===== config.mk =====
export PLATFORM = sky130hd
export DESIGN_NAME = irq_expander_flat
export DESIGN_NICKNAME = d
export VERILOG_FILES = /design/src/design/irq_expander_pkg.sv /design/src/design/irq_link_if.sv /design/src/design/irq_expander.sv /design/src/flat_wrapper.sv
export VERILOG_INCLUDE_DIRS = /design/src /design/src/design
export SDC_FILE = /design/constraint.sdc
export NUM_CORES = 1
export LEC_CHECK = 0
export BUFFER_PORTS_ARGS = -buffer_cell sky130_fd_sc_hd__buf_2
export CORE_MARGIN = 2
export CORE_UTILIZATION = 47
export DETAILED_ROUTE_END_ITERATION = 6
export PLACE_DENSITY = 0.91
export SYNTH_ARGS = -nofsm -noshare
export SYNTH_HDL_FRONTEND = slang
export SYNTH_SLANG_ARGS = --single-unit

===== constraint.sdc =====
create_clock -name clock_in -period 3.05 [get_ports clock_in]
set_clock_uncertainty 0.2 [all_clocks]
set_input_delay 0.305 -clock clock_in [delete_from_list [all_inputs] [get_ports clock_in]]
set_output_delay 0.305 -clock clock_in [all_outputs]
set_load 0.02 [all_outputs]

===== src/design/irq_expander_regs.svh =====
// constants for the peripheral interrupt expander and its cpu partner
`ifndef IRQ_EXPANDER_REGS_SVH
`define IRQ_EXPANDER_REGS_SVH

// ----------------------------------------------------------------
// cpu level vector addresses, table starting at zero
// ----------------------------------------------------------------
`define LEVEL_TABLE_BASE   16'h0000
`define LEVEL_FIVE_ADDR    16'h000A
`define LEVEL_SIX_ADDR     16'h000C

// ----------------------------------------------------------------
// bit positions in the request and acknowledge groups
// ----------------------------------------------------------------
`define GROUP_FIRST_BIT    7
`define SRC_COUNT          8
`define LEVEL_FIVE_MASK    8'h1F
`define LEVEL_SIX_MASK     8'hE0

// ----------------------------------------------------------------
// fixed event vectors
// ----------------------------------------------------------------
`define VEC_PHANTOM        16'h0000
`define VEC_SERIAL_PERIPH  16'h0005
`define VEC_SERIAL_RX      16'h0006
`define VEC_SERIAL_TX      16'h0007
`define VEC_CAN_MAILBOX    16'h0040
`define VEC_CAN_ERROR      16'h0041
`define VEC_CONVERTER      16'h0004
`define VEC_EXT_PIN_A      16'h0001
`define VEC_EXT_PIN_B      16'h0011
`define VEC_RESET_VALUE    16'h0000

// ----------------------------------------------------------------
// timing
// ----------------------------------------------------------------
`define REQ_PULSE_CYCLES   2'h2
`define CONTEXT_CYCLES     4'h3

`endif


===== src/design/irq_expander_pkg.sv =====
// types shared by both ends of the interrupt expander link
package irq_expander_pkg;
	typedef logic [15:0] word_t;
	typedef logic [7:0]  src_vec_t;
	typedef logic [1:0]  level_vec_t;

	// cpu end handler sequence
	typedef enum logic [4:0] {
		CPU_IDLE = 5'h01,
		CPU_ACK  = 5'h02,
		CPU_SAVE = 5'h04,
		CPU_READ = 5'h08,
		CPU_RUN  = 5'h10
	} cpu_state_t;
endpackage


===== src/design/irq_link_if.sv =====
// link between the interrupt expander and the cpu interrupt logic
`timescale 1ns/1ps
`default_nettype none
interface irq_link_if;
	import irq_expander_pkg::*;
	// index 0 is level five, index 1 is level six; active low
	level_vec_t level_req_n;
	logic       ack;
	word_t      prog_addr_bus;
	logic       vec_rd;
	word_t      vec_data;

	modport dev (
		output level_req_n,
		input  ack,
		input  prog_addr_bus,
		input  vec_rd,
		output vec_data
	);
	modport cpu (
		input  level_req_n,
		output ack,
		output prog_addr_bus,
		output vec_rd,
		input  vec_data
	);
endinterface
`default_nettype wire


===== src/design/irq_expander.sv =====
// peripheral interrupt expander: low-priority levels five and six
`timescale 1ns/1ps
`default_nettype none
`include "irq_expander_regs.svh"

// Summary of operation
// - serial periph and rx on level five
// - serial tx bit 1.9 on level five
// - can mailbox bit 1.10, vector 0040h
// - can error bit 1.11, vector 0041h
// - converter and pins on level six
// - cpu drives level address with acknowledge
// - acknowledge clears the serviced pending request
// - acknowledge loads event vector into register
// - vectors are fixed constants, no setup
// - acknowledge without request loads phantom vector
// - flag cleared before acknowledge gives phantom
// - software interrupt acknowledge with none pending on its level gives phantom vector
// - nonmaskable sources never pass this block
// - cpu masks interrupts when servicing levels
// - cpu reads vector before re-enabling interrupts
// - level vector table starts at zero
// - handler saves context then reads vector
// - two-cycle low request pulse per level
// - flag and enable reach controller immediately
module irq_expander
	import irq_expander_pkg::*;
#(
	parameter int SRC_N = `SRC_COUNT
) (
	input  wire logic     clock_in,
	input  wire logic     rst_in,
	irq_link_if.dev       link,
	input  wire src_vec_t event_flag_in,
	input  wire src_vec_t event_enable_in,
	output logic [15:0]   periph_request_group_out,
	output logic [15:0]   periph_ack_group_out,
	output word_t         event_vector_reg_out,
	output logic          phantom_out
);

	// ------------------------------------------------------------
	// fixed vector table and level membership
	// ------------------------------------------------------------
	function automatic word_t vector_of(input logic [2:0] idx);
		case (idx)
			3'h0: vector_of = `VEC_SERIAL_PERIPH;
			3'h1: vector_of = `VEC_SERIAL_RX;
			3'h2: vector_of = `VEC_SERIAL_TX;
			3'h3: vector_of = `VEC_CAN_MAILBOX;
			3'h4: vector_of = `VEC_CAN_ERROR;
			3'h5: vector_of = `VEC_CONVERTER;
			3'h6: vector_of = `VEC_EXT_PIN_A;
			3'h7: vector_of = `VEC_EXT_PIN_B;
			default: vector_of = `VEC_PHANTOM;
		endcase
	endfunction

	function automatic src_vec_t level_mask(input logic lvl);
		if (lvl) begin
			level_mask = `LEVEL_SIX_MASK;
		end else begin
			level_mask = `LEVEL_FIVE_MASK;
		end
	endfunction

	// lowest index is highest overall priority
	function automatic logic [2:0] first_set(input src_vec_t v);
		first_set = 3'h0;
		for (int i = SRC_N - 1; i >= 0; i--) begin
			if (v[i]) begin
				first_set = 3'(i);
			end
		end
	endfunction

	// ------------------------------------------------------------
	// request gathering
	// ------------------------------------------------------------
	src_vec_t periph_irq_request;
	src_vec_t served_r;
	src_vec_t pending;

	// combinational so a late enable is seen in the same cycle
	assign periph_irq_request = event_flag_in & event_enable_in;
	// a served source stays quiet until its flag or enable drops
	assign pending = periph_irq_request & ~served_r;

	// ------------------------------------------------------------
	// acknowledge decode
	// ------------------------------------------------------------
	logic       ack_hit;
	logic       ack_lvl;
	src_vec_t   ack_cand;
	logic       ack_found;
	logic [2:0] ack_idx;

	// only maskable levels five and six decode; other addresses,
	// nonmaskable ones included, are ignored here
	always_comb begin
		ack_hit = 1'b0;
		ack_lvl = 1'b0;
		if (link.ack) begin
			if (link.prog_addr_bus == `LEVEL_FIVE_ADDR) begin
				ack_hit = 1'b1;
			end else if (link.prog_addr_bus == `LEVEL_SIX_ADDR) begin
				ack_hit = 1'b1;
				ack_lvl = 1'b1;
			end
		end
	end

	assign ack_cand  = pending & level_mask(ack_lvl);
	assign ack_found = |ack_cand;
	assign ack_idx   = first_set(ack_cand);

	// ------------------------------------------------------------
	// served sources
	// ------------------------------------------------------------
	always_ff @(posedge clock_in or posedge rst_in) begin
		if (rst_in) begin
			served_r <= '0;
		end else begin
			for (int i = 0; i < SRC_N; i++) begin
				if (ack_hit && ack_found && ack_idx == 3'(i)) begin
					served_r[i] <= 1'b1;
				end else if (!periph_irq_request[i]) begin
					served_r[i] <= 1'b0;
				end
			end
		end
	end

	// ------------------------------------------------------------
	// vector register
	// ------------------------------------------------------------
	word_t vector_r;
	logic  phantom_r;

	// reads have no side effect; only an acknowledge reloads
	always_ff @(posedge clock_in or posedge rst_in) begin
		if (rst_in) begin
			vector_r  <= `VEC_RESET_VALUE;
			phantom_r <= 1'b0;
		end else if (ack_hit) begin
			if (ack_found) begin
				vector_r  <= vector_of(ack_idx);
				phantom_r <= 1'b0;
			end else begin
				// software interrupt or flag cleared before ack
				vector_r  <= `VEC_PHANTOM;
				phantom_r <= 1'b1;
			end
		end
	end

	assign link.vec_data        = vector_r;
	assign event_vector_reg_out = vector_r;
	assign phantom_out          = phantom_r;

	// ------------------------------------------------------------
	// group status and acknowledge pulses toward peripherals
	// ------------------------------------------------------------
	logic [15:0] req_group_r;
	logic [15:0] ack_group_r;

	always_ff @(posedge clock_in or posedge rst_in) begin
		if (rst_in) begin
			req_group_r <= 16'h0000;
		end else begin
			req_group_r <= 16'h0000;
			req_group_r[`GROUP_FIRST_BIT +: `SRC_COUNT] <= pending;
		end
	end

	always_ff @(posedge clock_in or posedge rst_in) begin
		if (rst_in) begin
			ack_group_r <= 16'h0000;
		end else begin
			ack_group_r <= 16'h0000;
			if (ack_hit && ack_found) begin
				ack_group_r[4'(ack_idx) + 4'(`GROUP_FIRST_BIT)] <= 1'b1;
			end
		end
	end

	assign periph_request_group_out = req_group_r;
	assign periph_ack_group_out     = ack_group_r;

	// ------------------------------------------------------------
	// cpu request pulse, one generator per level
	// ------------------------------------------------------------
	genvar g;
	generate
		for (g = 0; g < 2; g++) begin : gen_level
			logic       outstanding_r;
			logic [1:0] pulse_cnt_r;
			logic       level_pend;
			logic       my_ack;
			logic       start;

			assign level_pend = |(pending & level_mask(1'(g)));
			assign my_ack     = ack_hit && (ack_lvl == 1'(g));
			// no new pulse while an earlier one waits for its ack
			assign start = level_pend && !outstanding_r
				&& (pulse_cnt_r == 2'h0);

			always_ff @(posedge clock_in or posedge rst_in) begin
				if (rst_in) begin
					outstanding_r <= 1'b0;
				end else if (start) begin
					outstanding_r <= 1'b1;
				end else if (my_ack) begin
					outstanding_r <= 1'b0;
				end
			end

			always_ff @(posedge clock_in or posedge rst_in) begin
				if (rst_in) begin
					pulse_cnt_r <= 2'h0;
				end else if (start) begin
					pulse_cnt_r <= `REQ_PULSE_CYCLES;
				end else if (pulse_cnt_r != 2'h0) begin
					pulse_cnt_r <= pulse_cnt_r - 2'h1;
				end
			end

			assign link.level_req_n[g] = (pulse_cnt_r == 2'h0);
		end
	endgenerate

endmodule
`default_nettype wire


===== src/flat_wrapper.sv =====
// flat-port wrapper written by rule: the top's interface ports become plain ports
module irq_expander_flat import irq_expander_pkg::*;
#(
	parameter int SRC_N = `SRC_COUNT
)
  (clock_in, rst_in, event_flag_in, event_enable_in, periph_request_group_out, periph_ack_group_out, event_vector_reg_out, phantom_out, link_level_req_n, link_ack, link_prog_addr_bus, link_vec_rd, link_vec_data);
  irq_link_if link_i ();
  input  wire logic clock_in;
  input  wire logic rst_in;
  input  wire src_vec_t event_flag_in;
  input  wire src_vec_t event_enable_in;
  output logic [15:0] periph_request_group_out;
  output logic [15:0] periph_ack_group_out;
  output word_t event_vector_reg_out;
  output logic phantom_out;
  output wire logic [$bits(link_i.level_req_n)-1:0] link_level_req_n;
  input wire logic [$bits(link_i.ack)-1:0] link_ack;
  input wire logic [$bits(link_i.prog_addr_bus)-1:0] link_prog_addr_bus;
  input wire logic [$bits(link_i.vec_rd)-1:0] link_vec_rd;
  output wire logic [$bits(link_i.vec_data)-1:0] link_vec_data;
  assign link_level_req_n = link_i.level_req_n;
  assign link_i.ack = link_ack;
  assign link_i.prog_addr_bus = link_prog_addr_bus;
  assign link_i.vec_rd = link_vec_rd;
  assign link_vec_data = link_i.vec_data;
  irq_expander #(.SRC_N(SRC_N)) u_core (.clock_in(clock_in), .rst_in(rst_in), .link(link_i), .event_flag_in(event_flag_in), .event_enable_in(event_enable_in), .periph_request_group_out(periph_request_group_out), .periph_ack_group_out(periph_ack_group_out), .event_vector_reg_out(event_vector_reg_out), .phantom_out(phantom_out));
endmodule

==> results of run 1 <==
registers in the layout (all words and copies together) (netlist names):
register / flops
u_core.gen_level.pulse_cnt_r: 4
u_core.served_r: 8
u_core.periph_request_group_out: 8
u_core.phantom_out: 1
u_core.gen_level.outstanding_r: 2
u_core.event_vector_reg_out: 5
u_core.periph_ack_group_out: 16
power groups by stage:
| stage | logic (mW) | clock network, mW | registers, mW |
|---|---|---|---|
| after global routing | 0.321 | 0.536 | 0.657 |
| after floorplan | 0.230 | 0 | 0.664 |
| final | 0.282 | 0.502 | 0.652 |
| after global placement | 0.270 | 0 | 0.660 |
| after CTS | 0.287 | 0.514 | 0.652 |
| after detailed placement | 0.283 | 0 | 0.663 |
worst register-to-register path, cell delays in order (launching register included):
cell and delay (ns):
dfrtp_1 0.38, and3b_1 0.34, nor2b_1 0.08, o21a_1 0.21
mux2i_2 0.32, ha_1 0.26, inv_1 0.10, nor3_1 0.34
and2_1 0.19
placed cells by master, fill, tap and decap left out, types with 6 or more instances in the layout:
cell type  instances
and2_1            17
and3b_1            6
buf_2             71
conb_1            30
dfrtp_1           44
ha_1               8
inv_1             11
nand2_1           30
nand3_1           13
nor2_1             7
o21ai_0            7
stage by stage:
stage | area (um^2) | hold WS [ns] | power, mW | instances | setup WS (ns)
3_5_place_dp | 2560 | 0.268 | 0.946 | 354 | 0.221
5_1_grt | 2700 | 0.0580 | 1.51 | 362 | 0.272
4_1_cts | 2700 | 0.0272 | 1.45 | 362 | 0.517
6_report | 2700 | 0.0310 | 1.44 | 362 | 0.505
3_3_place_gp | 2560 | 0.259 | 0.930 | 354 | 0.317
2_1_floorplan | 2400 | 0.233 | 0.894 | 253 | 0.697
metal layers:
layer,global-route usage [%],wire (um),vias up
met5,0,0,-
met4,5.25,40,0
met3,4.25,306,3
met2,31.0,2220,77
met1,18.3,1720,780
li1,-,-,827
worst max path at each step:
| stage | start | endpoint | slack [ns] | depth (start not counted) |
|---|---|---|---|---|
| 6_report | link_prog_addr_bus[8] | u_core.periph_ack_group_out[7] | 0.50 | 9 |
| 2_1_floorplan | link_prog_addr_bus[8] | u_core.periph_ack_group_out[12] | 0.70 | 9 |
| 5_1_grt | link_prog_addr_bus[8] | u_core.periph_ack_group_out[7] | 0.27 | 9 |
| 3_5_place_dp | link_prog_addr_bus[8] | u_core.periph_ack_group_out[7] | 0.22 | 9 |
| 3_3_place_gp | link_prog_addr_bus[8] | u_core.periph_ack_group_out[7] | 0.32 | 9 |
| 4_1_cts | link_prog_addr_bus[8] | u_core.periph_ack_group_out[7] | 0.52 | 9 |
logic make-up after synthesis:
family                   after synthesis  synth area share (%)
flip-flops                            44                  48.1
buffers and inverters                 49                  14.2
other                                  1                 0.164
adder cells (fa/ha/maj)                8                  4.38
multiplexers                           5                  2.41
XOR/XNOR                               1                 0.383
AND/OR/NAND/NOR                       97                  24.5
AO/OA/AOI/OAI                         19                  5.91
cell type report:
type                    count  area (um^2)  share of cell area [%]
flip-flops and latches     44         1100                    40.8
multi-input cells         160          971                    36.0
repair buffers             73          373                    13.8
well taps                  67         83.8                    3.11
clock buffers               5         68.8                    2.55
clock inverters             2         60.1                    2.23
inverters                  11         41.3                    1.53
==> flow_results.org, run 1 <==
** Run status
- The run finished with clean final reports.

** STA
- At the pin with the least slew margin, the transition time is approximately 0.53 ns.
- Setup total negative slack on the finished layout was measured at 0 ns.
- Dividing the final minimum period by the clock period gives about 83%.
- Max-slew violation count :: 0
- The number of hold-slack violations in the final timing report came to 0.
- Setup violations remaining at the end of the flow were counted as 0.
- Unrepaired setup endpoints after global routing :: false
- For the finished layout, the period the worst path requires is around 2.5 ns.
- Derived from the worst setup path, the maximum achievable clock frequency is approximately 0.39 GHz.
- The worst pin sits at a relative slew slack of between 60 and 70%.

** Min path
- Along the worst hold path, the cell count comes to 3.
- The worst hold path belongs to the class in2reg.
- Min-Delay Startpoint :: event_enable_in[2]
- Worst-case hold path end point :: u_core.served_r[2]

** Setup path
- The worst register-to-register path ends at u_core.periph_ack_group_out[7].
- The worst register-to-register path begins at u_core.served_r[2].
- Crit Path Category :: in2reg
- At the worst endpoint, the arrival time is between 2 and 3 ns.
- Worst EP required :: approximately 3.1 ns
- On the critical path the largest part of the delay comes from simple AND/OR/NAND/NOR gates.
- Flop2flop setup slack :: about 0.56 ns
- The worst setup path is launched from an input pin.
- On the worst path, the slowest cell contributes a delay of roughly 0.40 ns.
- Worst R2R Path Depth :: 8
- Along the worst path, the maximum fanout reaches 6.
- Ordered list of cells on the worst path :: buf_2, nor4_2, and4_1, nand2_1, mux2i_2, ha_1, inv_1, nor3_1, and2_1
- The worst setup path is captured at a register.
- Counting both buffers and inverters, the worst setup path holds a total of 2.
- Slowest cell on the critical path :: mux2i_2

** Pwr
- Internal power consumption :: around 1.1 mW
- Sequential cells account for a little under half of the total power.
- Power spread over the standard cell area amounts to between 500 and 600 nW/um^2.
- Worst ir drop on vdd :: approximately 270 uV
- Power dissipated by switching net loads :: approximately 0.39 mW
- Portion of total power attributed to combinational logic :: approximately a fifth
- In this run, the clock network consumes about a third of the power.
- LEAKAGE :: around 1.5 nW
- Net switching is 26.9% of the power.

** Layout
- Once layout is complete, the utilization of the core stands at 57.1%.
- Syn-to-layout area delta :: 18.0%
- Counting the fill cells in the layout gives 418.
- Final net count :: around 340
- In the final layout, the share of cells above drive strength 1 is between 20% and 30%.
- 0 antenna diodes ended up in the layout.

** Floorplan
- Horizontal extent of the die :: between 70 and 80 um
- between 100 and 150 I/O pins were placed.
- The region available for standard cell placement spans about 4700 um^2.
- Measured along the y axis, the die boundary spans ~74 um.
- Rows :: 25
- Once the floorplan was initialized, standard cells occupied 48.4% of the core.
- Total die area :: 5440 um^2

** Yosys
- Number of library cell types mapped by synthesis :: 39
- Yosys top cell area share :: between 40% and 50%
- Register bit count reported by yosys :: between 40 and 50
- Area leader, netlist :: dfrtp_1
- For this run, the register share of the synthesized area comes to between 40% and 50%.
- Share of synthesized flip-flops with an asynchronous set or reset :: between 90% and 100%
- EDFF count, synth :: 0
- By count the netlist is led by dfrtp_1, buf_4, nand2_1.
- By area the synthesized netlist is led by dfrtp_1, buf_4, nand2_1, and2_1, ha_1.
- Total number of yosys warnings :: 0
- Among all flip-flop cells after synthesis, the most frequent one is dfrtp_1.
- Post-synthesis cell area :: 2290 um^2
- dfrtp_1 is the most common cell in the netlist.
- Gate Count Post-Synth :: 224
- A synthesized cell averages around 10 um^2.

** CTS
- Hold buffers post-CTS :: 1
- Root Buffer Master :: clkbuf_8
- TritonCTS built the clock tree.
- Clock-pin slew was measured on the worst setup and hold paths at approximately 0.07 ns.
- Post-CTS setup-driven buffer insertion count :: 0
- For the worst-skew pair, the clock arrives at the later sink with an insertion delay of between 0.2 and 0.3 ns.
- Post-CTS repair changed the size of 0 cells.
- Number of H-tree branching levels :: 2
- CTS buffer count :: 5
- Counting every sink on the clock net gives between 40 and 50.
- Longest Clk Path Bufs :: 2

** Routing
- Average routed wire per standard cell :: between 10 and 15 um
- The pre-antenna-repair detailed-routing pass consisted of 4 iterations.
- Drt initial violations :: 89
- Number of remaining DRC errors :: 0
- Using the TritonRoute via totals, the vias-per-cell ratio works out to between 4 and 5.
- The final route contains 1687 vias.
- Wires add up to ~4300 um.
- Once detail routing completed, the nets flagged for antenna violations numbered 0.

** Global routing
- The via count of the first global-routing pass was 1524.
- Largest net degree at the start of global routing :: 45
- The first global-routing pass estimated slightly below 7000 um of wire.
- The number of antenna violations at the first check in global routing came to 0.
- Aggregate global routing overflow :: 0
- Overall global routing resource usage :: between 10% and 20%

** Job
- The tool flagged a number of max-cap violations equal to 0.

** Placed design
- Total half-perimeter wirelength after legalization and detailed placement :: between 3000 and 4000 um
- # port buffers :: between 70 and 80
- Routability-driven placement finished with a final weighted congestion of about 0.9.
No activity file was read; power rests on OpenSTA's default activity.
==> inputs of run 2 (changes only) <==
--- a/config.mk
+++ b/config.mk
@@ -6,11 +6,12 @@
 export SDC_FILE = /design/constraint.sdc
 export NUM_CORES = 1
 export LEC_CHECK = 0
+export ABC_AREA = 1
 export BUFFER_PORTS_ARGS = -buffer_cell sky130_fd_sc_hd__buf_2
 export CORE_MARGIN = 2
 export CORE_UTILIZATION = 47
 export DETAILED_ROUTE_END_ITERATION = 6
-export PLACE_DENSITY = 0.91
+export PLACE_DENSITY = 0.9
 export SYNTH_ARGS = -nofsm -noshare
 export SYNTH_HDL_FRONTEND = slang
 export SYNTH_SLANG_ARGS = --single-unit
==> constraint.sdc (replaced) <==
create_clock -name clock_in -period 2.4 [get_ports clock_in]
set_clock_uncertainty 0.2 [all_clocks]
set_input_delay 0.24 -clock clock_in [delete_from_list [all_inputs] [get_ports clock_in]]
set_output_delay 0.24 -clock clock_in [all_outputs]
set_load 0.02 [all_outputs]
==> run 2 against run 1 <==
Against the previous run:
- critical path type unchanged
- critical path depth rose by 3
- sequential share of layout area down 2.7 points
- die area is 2.3% higher
==> flow_results.org, run 2 <==
** STA
- The worst path in the final design needs a cycle of ~2.3 ns, including I/O delays and setup.
- After layout, the worst path uses a little over nine tenths of the clock period.
- The smallest setup slack after layout came to 0.150 ns (-0.355 ns).
- Unrepaired setup endpoints after global routing :: false
- The number of hold-slack violations in the final timing report is 0 (unchanged).
- Max-slew violation count :: 0 (unchanged)
- Measured slew at the worst slew-check pin :: 0.522 ns (-0.00297 ns)
- The aggregate negative setup slack was 0 ns (unchanged).
- Relative max-transition margin :: 65.2% (+0.20 points)
- Maximum frequency from static timing analysis :: between 0.4 and 0.5 GHz
- Setup-failing EPs final :: 0 (unchanged)

** CTS
- Longest Clk Path Bufs :: 2 (unchanged)
- The number of clock sinks is 44 (unchanged).
- Root Buffer Master :: clkbuf_8
- The total number of H-tree levels came to 2 (unchanged).
- Worst-skew pair later-pin latency :: 0.29 ns (about the same)
- TritonCTS built the clock tree.
- Clock slew at reported path FFs :: 0.08 ns (about the same)
- CTS buffer count :: 5 (unchanged)

** Placed design
- The final estimated routing congestion in global placement came to 0.813 (-11%).
- Post-placement worst setup slack :: 0.251 ns (+0.0301 ns)
- Placed Cells incl. Taps :: 393 (+11%)
- The placed cell area was 2640 um^2 (+2.9%).
- Total half-perimeter wirelength after legalization and detailed placement :: 3460 um (+1.9%)
- # port buffers :: 71 (unchanged)

** Pwr
- Switching share of total power :: 28.2% (+1.3 points)
- Internal power consumption :: 1.35 mW (+28%)
- LEAKAGE :: 1.72 nW (+11%)
- Portion of total power attributed to combinational logic :: 22.0% (+2.4 points)
- Design Power :: 1.87 mW (+30%)
- The reported net switching power came to 0.528 mW (+37%).
- Worst ir drop on vdd :: 308 uV (+12%)
- The power per unit of standard cell area is 649 nW/um^2 (+22%).
- Clock group share of total power :: 34.2% (-0.8 points)
- Fraction of power consumed by sequential logic :: 43.8% (-1.6 points)

** Min path
- The worst hold path terminates at u_core.served_r[5].
- The startpoint identified for the worst hold timing path is event_flag_in[5].
- Min-Delay Path Depth :: 3 (unchanged)
- Worst min-delay path category :: in2reg

** Global routing
- Aggregate global routing overflow :: 0 (unchanged)
- Vias in the first global route :: 1743 (+14%)
- The number of antenna violations at the first check in global routing is 0 (unchanged).
- The total track usage was 17.2% (+0.57 points).
- Global-route wire length before repair :: 7330 um (+7.2%)
- The maximum number of pins on one net before global-route repair was 45 (unchanged).

** Yosys
- The number of distinct standard cells referenced by the synthesized netlist came to 26 (-33%).
- In the synthesized netlist, the cells that appear most often are nand2_1, dfrtp_1, buf_4.
- The share of the synthesized area in the top cell type is 47.0% (-1.1 points).
- Sorting the synthesized cells by area gives the leading types as dfrtp_1, buf_4, nand2_1, nand3_1, nor2_1.
- The proportion of synthesized flip-flops having asynchronous set or reset was 100% (unchanged).
- Area leader, netlist :: dfrtp_1
- The post-synthesis cell count is 260 (+16%).
- By instance count, the leading cell after synthesis is nand2_1.
- Average cell area after synthesis :: 9.01 um^2 (-12%)
- The most used flip-flop cell after synthesis is dfrtp_1.
- The warning count from the yosys run is 0 (unchanged).
- Sequential area share after synthesis :: 47.0% (-1.1 points)
- The netlist area before placement is 2340 um^2 (+2.4%).
- The number of enable flip-flop cells after synthesis was 0 (unchanged).
- Register bit count reported by yosys :: 44 (unchanged)

** Floorplan
- The chip width was 74.6 um (+1.1%).
- The height of the chip came to 74.6 um (+1.1%).
- The die footprint came to 5560 um^2 (+2.3%).
- Rows :: 25 (unchanged)
- Number of top-level design ports :: 103 (unchanged)
- Initial core utilization :: 49.3% (+0.84 points)
- The core region area came to 4750 um^2 (+0.66%).

** Layout
- Cell Count, Final, Fillers Out :: 412 (+14%)
- The footprint of the multi-input gates was 1000 um^2 (+3.0%).
- Fraction of final layout cells with drive strength greater than 1 :: 32.2% (+2.3 points)
- The layout net count came to 389 (+15%).
- The number of antenna diodes is 0 (unchanged).
- Syn-to-layout area delta :: 23.3%
- The number of fillers in the final layout was 396 (-5.3%).
- Largest register FFs :: 16 (unchanged)
- Most common cell after layout, fill and taps aside :: buf_2
- The sequential standard cell area came to 1100 um^2 (unchanged).
- Final design area excluding fillers :: 2890 um^2 (+7.0%)
- Leaving out fill and tap cells, the most frequent cells in the layout are buf_2, nand2_1, dfrtp_1.

** Setup path
- Endpoint of the worst-slack reg-to-reg timing path :: u_core.periph_ack_group_out[14]
- The worst-case reg-to-reg path depth is 12 (+4).
- Largest fanout on the critical path :: 9 (+3)
- Worst EP required :: 2.38 ns (-0.70 ns)
- By startpoint and endpoint, the worst setup path is classified as in2reg.
- Flop2flop setup slack :: 0.32 ns (-0.24 ns)
- Critical path capture point type :: register
- The worst register-to-register path begins at u_core.served_r[3].
- Worst path arrival time :: 2.23 ns (-0.35 ns)
- STA classifies the critical path startpoint as an input pin.

** Routing
- The average routed wire per standard cell was 11.0 um (-7.3%).
- The number of vias per cell came to 4.48 (-3.8%).
- The total detailed-routing wirelength is 4520 um (+5.6%).
- The number of routed nets with antenna violations came to 0 (unchanged).
- Number of search-and-repair iterations in the first detailed-routing pass :: 4 (unchanged)
- The DRC violation total after the first TritonRoute iteration is 61 (-31%).
- The total number of vias was 1847 (+9.5%).
- Number of remaining DRC errors :: 0 (unchanged)

** Run status
- The flow ran to the end, and the final reports show no timing, DRC or antenna violations.

** Job
- The max-cap violation count came to 0 (unchanged).
==> run 2: logic make-up after synthesis <==
group           synth area share, %
simple gates                   29.4
buf+inv                        15.3
flops                          47.0
compound gates                 3.85
fa+ha+maj                      4.27
other cells                   0.160
==> run 2: per-stage QoR <==
stage	hold slack, ns	utilization [%]
floorplan	0.173	-
global placement	0.190	55.4
detailed placement	0.197	55.4
CTS	0.00403	60.2
global route	0.00548	60.7
finish	0.00440	60.7
==> run 2: repair_timing <==
action,CTS,global route
endpoints found under the hold margin,51,0
setup buffers,0,2
hold buffers,10,0
resized for setup,0,2
endpoints found under the setup margin,0,4
==> run 2: routing by layer <==
layer | track usage, % | vias to the layer above | part of all wire [%] | wire, um
met2 | 30.6 | 67 | 48 | 2190
met1 | 20.1 | 845 | 44 | 2000
li1 | - | 925 | - | -
met3 | 4.20 | 10 | 5.7 | 257
met4 | 6.15 | 0 | 1.8 | 80
met5 | 0 | - | 0 | 0
==> run 2: layout make-up <==
cell class                      instances  area share (%)
Inverter                               25            3.34
Clock inverter                          2            2.08
Tap cell                               67            2.90
Multi-Input combinational cell        185            34.6
Timing Repair Buffer                   84            16.6
Sequential cell                        44            38.1
Clock buffer                            5            2.38
==> run 2: how the worst max path moves through the flow <==
stage	from	to	slack (ns)	cells past startpoint
2_1_floorplan	link_prog_addr_bus[11]	u_core.periph_ack_group_out[12]	0.58	13
6_report	event_enable_in[0]	u_core.periph_ack_group_out[14]	0.15	12
5_1_grt	event_enable_in[7]	u_core.periph_ack_group_out[15]	0.004	15
3_5_place_dp	link_prog_addr_bus[13]	u_core.periph_ack_group_out[14]	0.25	14
4_1_cts	event_enable_in[2]	u_core.periph_ack_group_out[14]	0.17	14
3_3_place_gp	link_prog_addr_bus[11]	u_core.periph_ack_group_out[13]	0.34	14
==> run 2: power groups by stage <==
stage	Clock [mW]	Sequential [mW]	Combinational [mW]
3_3_place_gp	0	0.833	0.381
5_1_grt	0.680	0.827	0.484
6_report	0.642	0.821	0.413
3_5_place_dp	0	0.834	0.398
4_1_cts	0.653	0.820	0.410
2_1_floorplan	0	0.840	0.329
==> run 2: worst max-delay path, stage by stage <==
cell,delay (ns)
dlygate4sd3_1,0.52
buf_2,0.11
nand2_1,0.07
o21ai_1,0.34
nand2_1,0.12
nand2_2,0.18
ha_1,0.24
inv_1,0.09
nand3_1,0.10
nand2_1,0.08
nand2_2,0.10
nor2_1,0.05
==> inputs of run 3 (changes only) <==
--- a/config.mk
+++ b/config.mk
@@ -8,10 +8,12 @@
 export LEC_CHECK = 0
 export ABC_AREA = 1
 export BUFFER_PORTS_ARGS = -buffer_cell sky130_fd_sc_hd__buf_2
+export CELL_PAD_IN_SITES_DETAIL_PLACEMENT = 1
+export CELL_PAD_IN_SITES_GLOBAL_PLACEMENT = 2
 export CORE_MARGIN = 2
-export CORE_UTILIZATION = 47
+export CORE_UTILIZATION = 26
 export DETAILED_ROUTE_END_ITERATION = 6
-export PLACE_DENSITY = 0.9
+export PLACE_DENSITY = 0.89
 export SYNTH_ARGS = -nofsm -noshare
 export SYNTH_HDL_FRONTEND = slang
 export SYNTH_SLANG_ARGS = --single-unit
==> run 3 against run 2 <==
Against the previous run:
- the flow now finishes with violations (negative hold slack)
- sequential power hardly changed
- count of clock-buffer cells in the layout is 3 higher
- routed wire length rose by 24%
- sequential cell count is the same
- first-iteration DRC count fell by 28%
- register-to-register slack about the same
- critical path depth up 2
- non-clock buffer count down 2
==> flow_results.org, run 3 (synthesis gave the netlist of run 2 again) <==
** CTS
- The number of buffers between clock root and the deepest sink was 2 (unchanged).
- The clock transition at the registers of the reported paths came to 0.08 ns (about the same).
- Worst-skew pair later-pin latency :: 0.30 ns (about the same)
- Root Buffer Master :: clkbuf_8
- The CTS buffer count was 5 (unchanged).
- Number of H-tree branching levels :: 2 (unchanged)
- CTS tree :: done
- The number of clock sinks came to 44 (unchanged).

** Setup path
- Endpoint of the worst-slack reg-to-reg timing path :: u_core.periph_ack_group_out[15]
- In this design, the critical path's most frequently occurring cell is nand3_1.
- Cell count along the critical path :: 14 (+2)
- The highest cell delay on the worst timing path came to 0.53 ns (about the same).
- The number of buffer and inverter instances along the worst setup path was 4 (+1).
- Worst EP required :: 2.43 ns (+0.05 ns)
- Crit Path Category :: in2reg
- Largest fanout on the critical path :: 9 (unchanged)
- Worst R2R Path Depth :: 12 (unchanged)
- The register-to-register setup slack was 0.32 ns (about the same).
- The arrival time of the worst setup path is 2.25 ns (+0.02 ns).
- Start of the worst register-to-register path :: u_core.served_r[6]
- Slowest cell on the critical path :: dlygate4sd3_1
- The worst setup path is captured at a register.
- Walking the worst path, the cells encountered are dlygate4sd3_1, buf_2, nand3_1, inv_1, a21oi_1, nand3_1, nand2_1, nand2_2, ha_2, inv_1, nand3_1, nand2_1, nand2_2, nor2_1.
- STA classifies the critical path startpoint as an input pin.
- Broken down by cell family, the worst path's largest delay share belongs to simple AND/OR/NAND/NOR gates.

** Layout
- The flip-flop count of the largest register after layout came to 16 (unchanged).
- The final cell count without fillers is 452 (+9.7%).
- Leaving out fill and tap cells, the most frequent cell in the layout is buf_2.
- The proportion of layout cells with a drive suffix above 1 is 32.3% (+0.094 points).
- Inserted Diodes :: 0 (unchanged)
- Final design area excluding fillers :: 2890 um^2 (about the same)
- Leading cell types in the layout, fill and taps excluded :: buf_2, nand2_1, dfrtp_1
- Syn-to-layout area delta :: 23.3% (about the same)
- Final net count :: 387 (-0.51%)
- The utilization of the core after routing is 33.1% (-28 points).

** Run status
- The final reports fail on negative hold slack.
- The run finished, with violations left.

** Routing
- The total detailed-routing wirelength was 5610 um (+24%).
- The total number of vias is 1889 (+2.3%).
- Number of search-and-repair iterations in the first detailed-routing pass :: 4 (unchanged)
- Final antenna-violating net count :: 0 (unchanged)
- Via/cell ratio :: 4.18 (-6.8%)
- Average routed wire per standard cell :: 12.4 um (+13%)
- The number of remaining DRC errors came to 0 (unchanged).
- The DRC violation total after the first TritonRoute iteration was 44 (-28%).

** Global routing
- Overall global routing resource usage :: 11.9% (-5.3 points)
- The maximum number of pins on one net before global-route repair is 45 (unchanged).
- Aggregate global routing overflow :: 0 (unchanged)
- The via count of the first global-routing pass was 1984 (+14%).
- Global-route wire length before repair :: 9290 um (+27%)
- Number of antenna violations at the first check in global routing :: 0 (unchanged)

** STA
- Post-layout min period :: 2.22 ns (-0.0278 ns)
- Unrepaired setup endpoints after global routing :: false
- Worst setup margin :: 0.177 ns (+0.0278 ns)
- Max-slew violation count :: 0 (unchanged)
- Fraction of the cycle the final worst path needs :: 92.6% (-1.2 points)
- The post-route worst hold slack came to -0.000276 ns (-0.00468 ns).
- The slew at the pin closest to its max-slew limit came to 0.558 ns (+0.0362 ns).
- The relative slew slack is 62.8% (-2.4 points).
- The highest clock frequency the design can meet is 0.450 GHz (+1.3%).
- Summed negative setup slack over all endpoints :: 0 ns (unchanged)
- Count of endpoints failing hold in the final timing report :: 1 (+1)
- Setup-failing EPs final :: 0 (unchanged)

** Floorplan
- The height of the chip was 98.9 um (+33%).
- Initial core utilization :: 26.9% (-22 points)
- Total die area :: 9780 um^2 (+76%)
- Number of top-level design ports :: 103 (unchanged)
- Area of the core region :: 8720 um^2 (+83%)
- Horizontal extent of the die :: 98.9 um (+33%)
- Rows :: 34 (+36%)

** Pwr
- The power per unit of standard cell area is 595 nW/um^2 (-8.3%).
- The sequential share of power was 47.8% (+4.0 points).
- The reported net switching power is 0.549 mW (+4.0%).
- The maximum resistive drop on vdd is 196 uV (-36%).
- Design Power :: 1.72 mW (-8.3%)
- The power share of the clock group came to 27.8% (-6.4 points).
- The static leakage was 1.68 nW (-2.0%).
- Portion of total power attributed to combinational logic :: 24.4% (+2.4 points)
- The internal power component is 1.17 mW (-13%).
- The switching part of the total power came to 31.9% (+3.8 points).

** Min path
- Worst-case hold path end point :: u_core.served_r[4]
- Min-Delay Startpoint :: event_flag_in[4]
- The worst hold path cell count was 3 (unchanged).
- In this run the worst hold path is classified as in2reg.

** Placed design
- The setup slack at placement is 0.186 ns (-0.0657 ns).
- The placed cell area came to 2690 um^2 (+1.9%).
- Placed Cells incl. Taps :: 434 (+10%)
- Total half-perimeter wirelength after legalization and detailed placement :: 4500 um (+30%)
- Routability cong. :: 0.738 (-9.2%)
- # port buffers :: 71 (unchanged)

** Job
- Max-cap violation count :: 0 (unchanged)
## run 3: worst max-delay path by stage
stage                                 from                               to  slack, ns
global placement    link_prog_addr_bus[13]  u_core.periph_ack_group_out[13]       0.29
finish                  event_enable_in[5]  u_core.periph_ack_group_out[15]       0.18
floorplan           link_prog_addr_bus[11]  u_core.periph_ack_group_out[12]       0.58
detailed placement  link_prog_addr_bus[13]  u_core.periph_ack_group_out[15]       0.19
global route            event_enable_in[5]   u_core.periph_ack_group_out[0]      0.009
CTS                     event_enable_in[2]  u_core.periph_ack_group_out[15]       0.09
## run 3: cell type report
cell class | instances | area (um^2)
Multi-Input combinational cell | 185 | 1010
Timing Repair Buffer | 82 | 460
Clock buffer | 8 | 90.1
Tap cell | 108 | 135
Fill cell | 1049 | 5830
Sequential cell | 44 | 1100
Inverter | 25 | 96.3
## run 3: power groups by stage
stage | combinational, mW | clock (mW) | sequential [mW]
floorplan | 0.329 | 0 | 0.840
global placement | 0.395 | 0 | 0.833
detailed placement | 0.417 | 0 | 0.838
CTS | 0.427 | 0.499 | 0.823
global route | 0.478 | 0.520 | 0.829
finish | 0.420 | 0.478 | 0.822
## run 3: worst register-to-register path, stage by stage, from the launching register on
cell	delay, ns
dfrtp_1	0.39
inv_1	0.05
nand3_1	0.14
a21oi_1	0.19
nand3_1	0.10
nand2_1	0.09
nand2_2	0.13
ha_2	0.24
inv_1	0.09
nand3_1	0.10
nand2_1	0.11
nand2_2	0.08
nor2_1	0.10
## run 3: per-layer routing
layer,track usage (%),part of all wire [%]
met5,0,0
met4,4.11,1.6
met3,2.70,6.4
met2,21.4,50
met1,13.9,42
## run 3: what timing repair did
item                                    4_1_cts  5_1_grt
buffers inserted                              0        1
endpoints found under the setup margin        0        7
gates resized for setup                       0        4
hold buffers                                  9        0
endpoints found under the hold margin        50        0
